==> config.mk <==
export PLATFORM = sky130hd
export DESIGN_NAME = csp_serial_port
export DESIGN_NICKNAME = d
export VERILOG_FILES = /design/src/shared/csp_pkg.sv /design/src/rtl/csp_sclk_gen.sv /design/src/rtl/csp_serial_port.sv
export SDC_FILE = /design/constraint.sdc
export NUM_CORES = 1
export LEC_CHECK = 0
export BUFFER_PORTS_ARGS = -buffer_cell sky130_fd_sc_hd__buf_2
export CORE_ASPECT_RATIO = 1.5
export CORE_UTILIZATION = 50
export DETAILED_ROUTE_END_ITERATION = 8
export GPL_TIMING_DRIVEN = 0
export PLACE_DENSITY = 0.74
export SLEW_MARGIN = 10
export SYNTH_ARGS = -nofsm -noshare
export SYNTH_HDL_FRONTEND = slang
export SYNTH_SLANG_ARGS = --single-unit
==> constraint.sdc <==
create_clock -name CLOCK -period 2.35 [get_ports CLOCK]
set_input_delay 0.3525 -clock CLOCK [delete_from_list [all_inputs] [get_ports CLOCK]]
set_output_delay 0.3525 -clock CLOCK [all_outputs]
set_load 0.03 [all_outputs]
==> src/shared/csp_pkg.sv <==
// Constants and types shared by the codec serial port cascade block.
package csp_pkg;

  // ****************************************************************
  // Serial word and control word layout
  // ****************************************************************
  localparam int WORD_W     = 16;
  localparam int CW_CTRL    = 15;  // Set marks a control word in mixed mode.
  localparam int CW_READ    = 14;  // Set asks for a register read.
  localparam int CW_ADDR_LO = 11;
  localparam int ADDR_W     = 3;
  localparam int CW_REG_LO  = 8;
  localparam int SEL_W      = 3;
  localparam int DATA_W     = 8;
  localparam int BIT_CNT_W  = 4;
  localparam int FS_CNT_W   = 4;

  localparam logic [BIT_CNT_W-1:0] LAST_BIT     = 4'hf;
  localparam logic [WORD_W-1:0]    INVALID_WORD = 16'h0000;

  // ****************************************************************
  // Control registers
  // ****************************************************************
  localparam logic [SEL_W-1:0] SEL_A = 3'h0;
  localparam logic [SEL_W-1:0] SEL_B = 3'h1;
  localparam logic [SEL_W-1:0] SEL_C = 3'h2;
  localparam logic [SEL_W-1:0] SEL_D = 3'h3;

  localparam int CRA_PDS    = 0;  // program_data_select.
  localparam int CRA_MM     = 1;  // Mixed mode.
  localparam int CRA_CNT_LO = 2;  // Device count minus one.
  localparam int CNT_W      = 3;
  localparam int CRA_CEE    = 5;  // control_echo_enable.
  localparam int CRA_FRAME_SYNC_LOOPBACK   = 6;  // frame_sync_loopback.
  localparam int CRB_DIV_LO = 0;
  localparam int CRB_RATE_LO = 2;
  localparam int CRB_FLD_W  = 2;
  localparam int CRC_PWR    = 0;

  localparam logic [DATA_W-1:0] CRA_RST = 8'h00;
  localparam logic [DATA_W-1:0] CRB_RST = 8'h00;
  localparam logic [DATA_W-1:0] CRC_RST = 8'h00;
  localparam logic [DATA_W-1:0] CRD_RST = 8'h00;

  // ****************************************************************
  // APB map
  // ****************************************************************
  localparam int APB_AW = 12;
  localparam logic [APB_AW-1:0] OFS_CRA    = 12'h000;
  localparam logic [APB_AW-1:0] OFS_CRB    = 12'h004;
  localparam logic [APB_AW-1:0] OFS_CRC    = 12'h008;
  localparam logic [APB_AW-1:0] OFS_CRD    = 12'h00c;
  localparam logic [APB_AW-1:0] OFS_STATUS = 12'h010;
  localparam logic [APB_AW-1:0] OFS_DAC    = 12'h014;

  // ****************************************************************
  // Modes and link states
  // ****************************************************************
  typedef enum logic [1:0] {
    MODE_PROGRAM = 2'b00,
    MODE_DATA    = 2'b01,
    MODE_MIXED   = 2'b10
  } csp_mode_t;

  typedef enum logic [1:0] {
    TX_IDLE  = 2'b00,
    TX_SYNC  = 2'b01,
    TX_SHIFT = 2'b10
  } csp_tx_t;

  typedef enum logic {
    RX_IDLE  = 1'b0,
    RX_SHIFT = 1'b1
  } csp_rx_t;

endpackage : csp_pkg

==> src/rtl/csp_sclk_gen.sv <==
// Serial clock generator: master clock divider and serial clock rate.
`timescale 1ns/1ps
module csp_sclk_gen #(
  parameter int FLD_W = 2
) (
  input  wire logic             clock,
  input  wire logic             arst_n,
  input  wire logic [FLD_W-1:0] div_sel,
  input  wire logic [FLD_W-1:0] rate_sel,
  output logic                  sclk,
  output logic                  bit_tick
);

  localparam int HALF_W = (1 << FLD_W);

  // Wider fields would need a half-period counter far larger than useful.
  if (FLD_W < 1 || FLD_W > 4) begin : g_fld_check
    $error("csp_sclk_gen: FLD_W must lie between 1 and 4");
  end

  logic [FLD_W-1:0]  pre;
  logic [HALF_W-1:0] half;
  logic              dm_tick;
  logic [HALF_W-1:0] half_last;

  // The divided master clock ticks once every div_sel+1 clocks.
  assign dm_tick   = (pre == div_sel);
  // Half a serial clock period is 2^rate divided-clock ticks.
  assign half_last = HALF_W'((1 << rate_sel) - 1);

  // Pre-divider; a smaller new ratio restarts it cleanly.
  always_ff @(posedge clock or negedge arst_n) begin
    if (!arst_n) begin
      pre <= '0;
    end else if (pre >= div_sel) begin
      pre <= '0;
    end else begin
      pre <= pre + FLD_W'(1);
    end
  end

  // Serial clock toggles every half period; bit_tick marks its rising edge.
  always_ff @(posedge clock or negedge arst_n) begin
    if (!arst_n) begin
      half     <= '0;
      sclk     <= 1'b0;
      bit_tick <= 1'b0;
    end else begin
      bit_tick <= 1'b0;
      if (dm_tick) begin
        if (half >= half_last) begin
          half     <= '0;
          sclk     <= ~sclk;
          bit_tick <= ~sclk;
        end else begin
          half <= half + HALF_W'(1);
        end
      end
    end
  end

endmodule : csp_sclk_gen

==> src/rtl/csp_serial_port.sv <==
// Codec serial port with control word routing, cascade and APB registers.
//
// The placing of the registers and the APB slave port were decided locally.
`timescale 1ns/1ps
module csp_serial_port
  import csp_pkg::*;
(
  input  wire logic                        CLOCK,
  input  wire logic                        ARST_N,
  input  wire logic [csp_pkg::APB_AW-1:0]  PADDR,
  input  wire logic                        PSEL,
  input  wire logic                        PENABLE,
  input  wire logic                        PWRITE,
  input  wire logic [31:0]                 PWDATA,
  output logic      [31:0]                 PRDATA,
  output logic                             PREADY,
  output logic                             PSLVERR,
  input  wire logic                        SERIAL_IN,
  input  wire logic                        IN_FRAME_SYNC,
  output logic                             SERIAL_OUT,
  output logic                             OUT_FRAME_SYNC,
  output logic                             SCLK,
  input  wire logic                        ADC_STROBE,
  input  wire logic [csp_pkg::WORD_W-1:0]  ADC_DATA,
  output logic      [csp_pkg::WORD_W-1:0]  DAC_DATA,
  output logic                             DAC_LOAD,
  output logic                             SAMPLE_VALID,
  output logic                             ANALOG_POWER,
  output logic      [csp_pkg::DATA_W-1:0]  ENC_GAIN
);

  import csp_pkg::*;

  // ****************************************************************
  // Declarations
  // ****************************************************************
  logic [DATA_W-1:0]    control_reg_a, control_reg_b, crc, control_reg_d;
  logic [WORD_W-1:0]    sr;
  logic [BIT_CNT_W-1:0] rx_cnt, tx_cnt;
  logic [FS_CNT_W-1:0]  fs_cnt;
  csp_rx_t              rx_st;
  csp_tx_t              tx_st;
  csp_mode_t            mode;
  logic                 bit_tick, out_pend;
  logic                 rx_done, is_ctrl, ctl_here, ctl_wr, fwd, dac_hit;
  logic [WORD_W-1:0]    rx_word, fwd_word;
  logic [ADDR_W-1:0]    rx_addr;
  logic [SEL_W-1:0]     rx_sel;
  logic [FS_CNT_W-1:0]  dev_count, next_fs_cnt;
  logic                 apb_wr;

  // ****************************************************************
  // Helper functions
  // ****************************************************************
  // Control register contents by select code; unknown selects read zero.
  function automatic logic [DATA_W-1:0] reg_value(input logic [SEL_W-1:0] sel,
      input logic [DATA_W-1:0] a, input logic [DATA_W-1:0] b,
      input logic [DATA_W-1:0] c, input logic [DATA_W-1:0] d);
    unique case (sel)
      SEL_A:   reg_value = a;
      SEL_B:   reg_value = b;
      SEL_C:   reg_value = c;
      SEL_D:   reg_value = d;
      default: reg_value = '0;
    endcase
  endfunction : reg_value

  // Operating mode follows register A.
  function automatic csp_mode_t mode_of(input logic [DATA_W-1:0] a);
    if (!a[CRA_PDS]) begin
      mode_of = MODE_PROGRAM;
    end else if (a[CRA_MM]) begin
      mode_of = MODE_MIXED;
    end else begin
      mode_of = MODE_DATA;
    end
  endfunction : mode_of

  // ****************************************************************
  // Serial clock
  // ****************************************************************
  // The device makes the serial clock; data moves on its rising edge.
  csp_sclk_gen #(
    .FLD_W    (CRB_FLD_W)
  ) u_sclk (
    .clock    (CLOCK),
    .arst_n   (ARST_N),
    .div_sel  (control_reg_b[CRB_DIV_LO +: CRB_FLD_W]),
    .rate_sel (control_reg_b[CRB_RATE_LO +: CRB_FLD_W]),
    .sclk     (SCLK),
    .bit_tick (bit_tick)
  );

  // ****************************************************************
  // Word decode
  // ****************************************************************
  // The completed word is the shift register with the last bit appended.
  assign rx_done   = bit_tick && (rx_st == RX_SHIFT) && (rx_cnt == LAST_BIT);
  assign rx_word   = {sr[WORD_W-2:0], SERIAL_IN};
  assign rx_addr   = rx_word[CW_ADDR_LO +: ADDR_W];
  assign rx_sel    = rx_word[CW_REG_LO +: SEL_W];
  assign mode      = mode_of(control_reg_a);
  assign dev_count = FS_CNT_W'(control_reg_a[CRA_CNT_LO +: CNT_W]) + FS_CNT_W'(1);
  // Program mode takes every word as control, data mode none of them.
  assign is_ctrl   = (mode == MODE_PROGRAM) ||
                     ((mode == MODE_MIXED) && rx_word[CW_CTRL]);
  assign ctl_here  = rx_done && is_ctrl && (rx_addr == '0);
  assign ctl_wr    = ctl_here && !rx_word[CW_READ];
  assign next_fs_cnt = fs_cnt + FS_CNT_W'(1);
  assign dac_hit   = rx_done && !is_ctrl && (next_fs_cnt == dev_count);

  // Decide whether and what to send on after a word arrives.
  always_comb begin
    fwd      = 1'b0;
    fwd_word = rx_word;
    if (rx_done) begin
      if (is_ctrl && (rx_addr != '0)) begin
        fwd = 1'b1;
        fwd_word[CW_ADDR_LO +: ADDR_W] = rx_addr - ADDR_W'(1);
      end else if (is_ctrl && rx_word[CW_READ]) begin
        fwd = 1'b1;
        fwd_word[DATA_W-1:0] = reg_value(rx_sel, control_reg_a, control_reg_b, crc, control_reg_d);
      end else if (is_ctrl) begin
        fwd = control_reg_a[CRA_CEE];
      end else begin
        fwd = !dac_hit;
      end
    end
  end

  // ****************************************************************
  // Receive framing
  // ****************************************************************
  // A sync seen on the last bit starts the next word back to back.
  always_ff @(posedge CLOCK or negedge ARST_N) begin
    if (!ARST_N) begin
      rx_st  <= RX_IDLE;
      rx_cnt <= '0;
    end else if (bit_tick) begin
      unique case (rx_st)
        RX_IDLE: begin
          rx_cnt <= '0;
          if (IN_FRAME_SYNC) begin
            rx_st <= RX_SHIFT;
          end
        end
        RX_SHIFT: begin
          rx_cnt <= rx_cnt + BIT_CNT_W'(1);
          if (rx_cnt == LAST_BIT) begin
            rx_st <= IN_FRAME_SYNC ? RX_SHIFT : RX_IDLE;
          end
        end
      endcase
    end
  end

  // ****************************************************************
  // Transmit framing
  // ****************************************************************
  // A send request waits until the previous word has left.
  always_ff @(posedge CLOCK or negedge ARST_N) begin
    if (!ARST_N) begin
      out_pend <= 1'b0;
    end else if (fwd || ADC_STROBE) begin
      out_pend <= 1'b1;  // A new request wins over the clear.
    end else if (bit_tick && (tx_st == TX_IDLE)) begin
      out_pend <= 1'b0;
    end
  end

  // Frame sync stands one bit period ahead of the MSB.
  always_ff @(posedge CLOCK or negedge ARST_N) begin
    if (!ARST_N) begin
      tx_st          <= TX_IDLE;
      tx_cnt         <= '0;
      OUT_FRAME_SYNC <= 1'b0;
      SERIAL_OUT     <= 1'b0;
    end else if (bit_tick) begin
      unique case (tx_st)
        TX_IDLE: begin
          if (out_pend) begin
            tx_st          <= TX_SYNC;
            OUT_FRAME_SYNC <= 1'b1;
          end
        end
        TX_SYNC: begin
          tx_st          <= TX_SHIFT;
          tx_cnt         <= BIT_CNT_W'(1);  // The MSB leaves as the sync ends.
          OUT_FRAME_SYNC <= 1'b0;
          SERIAL_OUT     <= sr[WORD_W-1];
        end
        TX_SHIFT: begin
          SERIAL_OUT <= sr[WORD_W-1];
          tx_cnt     <= tx_cnt + BIT_CNT_W'(1);
          if (tx_cnt == LAST_BIT) begin
            tx_st <= TX_IDLE;
          end
        end
        default: tx_st <= TX_IDLE;
      endcase
    end
  end

  // ****************************************************************
  // Serial register
  // ****************************************************************
  // One register serves both directions, as in a daisy chain: the word
  // going out makes room for the word coming in. A sample event beats a
  // word completing in the same cycle, so that word is lost.
  always_ff @(posedge CLOCK or negedge ARST_N) begin
    if (!ARST_N) begin
      sr <= INVALID_WORD;
    end else if (ADC_STROBE) begin
      sr <= (mode == MODE_PROGRAM) ? INVALID_WORD : ADC_DATA;
    end else if (rx_done) begin
      sr <= fwd_word;
    end else if (bit_tick && ((rx_st == RX_SHIFT) || (tx_st != TX_IDLE))) begin
      sr <= {sr[WORD_W-2:0], (rx_st == RX_SHIFT) ? SERIAL_IN : 1'b0};
    end
  end

  // Marks whether the last loaded sample is a real converter word.
  always_ff @(posedge CLOCK or negedge ARST_N) begin
    if (!ARST_N) begin
      SAMPLE_VALID <= 1'b0;
    end else if (ADC_STROBE) begin
      SAMPLE_VALID <= (mode != MODE_PROGRAM);
    end
  end

  // ****************************************************************
  // DAC update by frame sync count
  // ****************************************************************
  // Control words in mixed mode leave the counter alone.
  always_ff @(posedge CLOCK or negedge ARST_N) begin
    if (!ARST_N) begin
      fs_cnt <= '0;
    end else if (dac_hit) begin
      fs_cnt <= '0;
    end else if (rx_done && !is_ctrl) begin
      fs_cnt <= next_fs_cnt;
    end
  end

  // DAC register loads from the word that met the count.
  always_ff @(posedge CLOCK or negedge ARST_N) begin
    if (!ARST_N) begin
      DAC_DATA <= '0;
      DAC_LOAD <= 1'b0;
    end else begin
      DAC_LOAD <= dac_hit;
      if (dac_hit) begin
        DAC_DATA <= rx_word;
      end
    end
  end

  // ****************************************************************
  // Control registers
  // ****************************************************************
  assign apb_wr = PSEL && PENABLE && PWRITE;

  // Serial writes take effect at word end, each device on its own word, so a
  // cascade changes device by device; they win over an APB write in the same cycle.
  always_ff @(posedge CLOCK or negedge ARST_N) begin
    if (!ARST_N) begin
      control_reg_a <= CRA_RST;
      control_reg_b <= CRB_RST;
      crc <= CRC_RST;
      control_reg_d <= CRD_RST;
    end else if (ctl_wr) begin
      unique case (rx_sel)
        SEL_A:   control_reg_a <= rx_word[DATA_W-1:0];
        SEL_B:   control_reg_b <= rx_word[DATA_W-1:0];
        SEL_C:   crc <= rx_word[DATA_W-1:0];
        SEL_D:   control_reg_d <= rx_word[DATA_W-1:0];
        default: control_reg_a <= control_reg_a;
      endcase
    end else if (apb_wr) begin
      unique case (PADDR)
        OFS_CRA: control_reg_a <= PWDATA[DATA_W-1:0];
        OFS_CRB: control_reg_b <= PWDATA[DATA_W-1:0];
        OFS_CRC: crc <= PWDATA[DATA_W-1:0];
        OFS_CRD: control_reg_d <= PWDATA[DATA_W-1:0];
        default: control_reg_a <= control_reg_a;
      endcase
    end
  end

  assign ANALOG_POWER = crc[CRC_PWR];
  assign ENC_GAIN     = control_reg_d;

  // ****************************************************************
  // APB slave
  // ****************************************************************
  // Zero wait states; unmapped addresses answer with an error.
  assign PREADY  = 1'b1;
  assign PSLVERR = PSEL && PENABLE && (PADDR > OFS_DAC || PADDR[1:0] != 2'b00);

  always_ff @(posedge CLOCK or negedge ARST_N) begin
    if (!ARST_N) begin
      PRDATA <= '0;
    end else if (PSEL && !PENABLE && !PWRITE) begin
      unique case (PADDR)
        OFS_CRA:    PRDATA <= 32'(control_reg_a);
        OFS_CRB:    PRDATA <= 32'(control_reg_b);
        OFS_CRC:    PRDATA <= 32'(crc);
        OFS_CRD:    PRDATA <= 32'(control_reg_d);
        OFS_STATUS: PRDATA <= 32'({SAMPLE_VALID, fs_cnt, mode});
        OFS_DAC:    PRDATA <= 32'(DAC_DATA);
        default:    PRDATA <= '0;
      endcase
    end
  end
endmodule : csp_serial_port

==> impl_metrics.toml <==
[final_layout]
final_cells = 875
nets = 802
drive_gt1_share_pct = 27.7
area_growth_pct = 18.9
antennaDiodeCount = 0

[floorplanning]
initial_core_util_pct = 51.2
row_count = 49
top_level_ports = 132
dieArea_um2 = 12800
die_h_um = 138
core_area_um2 = 12000
fp.dieW_um = 92.6

[flow_run]
cap_violations = 0

[setup_path]
crit_path_start_kind = "flop"
criticalPathCategory = "reg -> reg"
startpoint = "sr[11]$_DFFE_PN0P_"
cp_max_fo = 9
arrival_ps = 2560
crit_end = "ENC_GAIN[0]$_DFFE_PN0P_"
end_kind = "flop"
rrSetupSlack_ps = 90
worstReg2RegStart = "sr[11]$_DFFE_PN0P_"
worstPathRequired_ps = 2650
worstReg2RegEnd = "ENC_GAIN[0]$_DFFE_PN0P_"
reg2regPathDepth = 12

[grt]
grt_pass1_vias = 5024
grt_usage_pct = 27.3
grt_antenna_before_repair = 0
grt_max_degree = 59
grt_pass1_wl_mm = 26.3
grt_overflow = 0

[drt]
detail_route.first_pass.iterations = 4
ant_nets = 0
drt-total-wl_mm = 16.8
vias = 5178
drt_iter0_drc = 239
via_per_inst = 5.92
drc = 0
wl_per_cell_um = 19.3

[placement]
dp_slack_ps = -331
place_congestion = 0.942
place_inst = 844
dp_hpwl_mm = 12.8
portBuffers = 87

[sta]
fin_crit_sh_pct = 96.2
clock.fmax_mhz = 442
tns_ps = 0
clock_skew_ps = 9.10
setup_slack_ps = 88.9
finalSetupViolations = 0
rsz0062_at_grt = "no"
maxSlewHeadroom_pct = 54.6
drv_slew = 0
hold_ws_ps = 196
hold_viol = 0
post-route-min-period_ps = 2260
tightestPinTransition_ps = 681

[cts]
cts.reportedPaths.clkPinSlew_ps = 80
clockBufferDepth = 2
cts_sinks = 108
root_buffer = "clkbuf_16"
cts_tree = "yes"
cts_buffers = 9
clk-insertion-delay-late_ps = 360
htree_num_levels = 3

[power_and_ir_drop]
total_power_mw = 5.43
power.leakage_nw = 3.51
vdd_drop_max_uv = 450
powerDensity_nw_per_um2 = 742

[synth]
ys_seq_area_share_pct = 43.9
avgSynthCellArea_um2 = 10.5
synthDistinctLibCells = 64
synth_edf_count = 0
synth-seq-cells = 108
synth_top_area_cell = "dfrtp_1"
async_flop_share_pct = 100
synth_flop_cell = "dfrtp_1"
synth_area_um2 = 6150
yosysWarnings = 0
synth_top_cell_area_share_pct = 43.9
syn_inst = 587
synthTopCellsByArea = "dfrtp_1, mux2_2, o21ai_0"

[hold_path]
hp-class = "in -> reg"

[run_status]
status = "completed"
## cells in the final DEF, fill, tap and decap left out, types with 14 or more instances in the layout
master | netlist | final
buf_4 | 20 | 33
buf_2 | 7 | 93
nand3_1 | 16 | 16
nor2_1 | 23 | 23
mux2_2 | 20 | 20
o21a_1 | 14 | 14
ha_1 | 17 | 16
inv_1 | 21 | 21
mux2i_1 | 17 | 17
clkbuf_1 | 18 | 17
nor3_1 | 18 | 18
o21ai_0 | 45 | 44
a21oi_1 | 17 | 17
conb_1 | 2 | 18
dfrtp_1 | 108 | 108
nand2_1 | 47 | 47
a22o_1 | 18 | 18
## power by group
part / internal, mW / total, mW / switching [mW] / leakage, nW
clock network: 0.764 / 1.56 / 0.793 / 0.150
registers: 2.08 / 2.35 / 0.267 / 1.37
logic: 0.608 / 1.52 / 0.913 / 1.99
total: 3.45 / 5.43 / 1.97 / 3.51
## flip-flops by register name, indices dropped and copies added, names as in the netlist, 2 cells and up
register / count
u_sclk.half: 4
u_sclk.pre: 2
control_reg_b: 8
sr: 16
fs_cnt: 4
crc: 8
rx_cnt: 4
control_reg_a: 8
tx_cnt: 4
PRDATA: 16
DAC_DATA: 16
ENC_GAIN: 8
tx_st: 2
## worst max-delay path, cell delays in order (launching register included)
cell and delay [ps]:
dfrtp_1 390, inv_1 60, ha_1 210, ha_4 190, nand2b_4 100, nor4_4 50, buf_4 160, buf_4 160
or2_1 240, buf_6 150, o41ai_4 210, buf_6 180, o21a_1 110
## Yosys cell counts (all sizes together) (5+ instances only)
cell / n
o221a: 7
ha: 17
buf: 31
dfrtp: 108
nor2: 24
o21ai: 49
xor2: 6
nor3: 19
inv: 21
a21oi: 17
a22o: 18
nor2b: 9
nand2b: 5
o32a: 8
nand4: 6
nand2: 47
nor4b: 5
o22a: 6
mux2: 20
mux2i: 17
a22oi: 10
nand3: 18
and2: 5
o22ai: 5
a21o: 10
mux4: 9
a221oi: 6
a31oi: 5
clkbuf: 18
o21a: 14
## layout make-up
type / count / area (um2)
tap: 153 / 191
fill: 1052 / 4700
inverter: 21 / 78.8
sequential: 108 / 2700
clock buffer: 9 / 225
timing repair buffer: 103 / 588
buffer: 49 / 284
multi-input combinational: 425 / 3170
clock inverter: 7 / 76.3
## logic make-up (layout without fill, tap and decap cells)
group	after synthesis	after routing	share of synthesized area, %
DFF	108	108	43.9
AOI/OAI and AO/OA	178	178	21.0
other	2	18	0.122
muxes	46	46	9.73
xor gates and xnor gates	10	10	1.42
buffers and inverters	70	189	5.88
adders and majority gates	17	17	3.46
and+or+nand+nor	156	156	14.5
## timing repair
| item | 4_1_cts | 5_1_grt |
|---|---|---|
| endpoints found under the setup margin | 32 | 49 |
| gates cloned | 0 | 0 |
| hold endpoints to repair | 50 | 0 |
| buffers inserted | 9 | 5 |
| hold buffers | 1 | 0 |
| resized for setup | 3 | 4 |
| pin swaps | 4 | 1 |
## stage by stage
step           area [um2]  utilization [%]
2_1_floorplan        6210                -
3_3_place_gp         6840             56.9
3_5_place_dp         6870             57.2
4_1_cts              7260             60.4
5_1_grt              7310             60.8
6_report             7310             60.8
## layer usage
metal / track usage, % / share of wire, %
met5: 0 / 0
met4: 11.8 / 3.2
met3: 3.97 / 5.9
met2: 47.7 / 51
met1: 33.4 / 40
## worst min path at each step
stage                       startpoint                        end  slack [ps]  cells past startpoint
5_1_grt                   ADC_DATA[12]         sr[12]$_DFFE_PN0P_         200                      3
6_report                  ADC_DATA[10]         sr[10]$_DFFE_PN0P_         200                      3
4_1_cts                   ADC_DATA[10]         sr[10]$_DFFE_PN0P_         190                      3
3_5_place_dp                    ARST_N      tx_cnt[0]$_DFFE_PN0P_         320                      1
3_3_place_gp   u_sclk.sclk$_DFFE_PN0P_  u_sclk.bit_tick$_DFF_PN0_         470                      1
2_1_floorplan                   ARST_N    DAC_DATA[0]$_DFFE_PN0N_          60                      0
No activity file was read; power rests on OpenSTA's default activity.
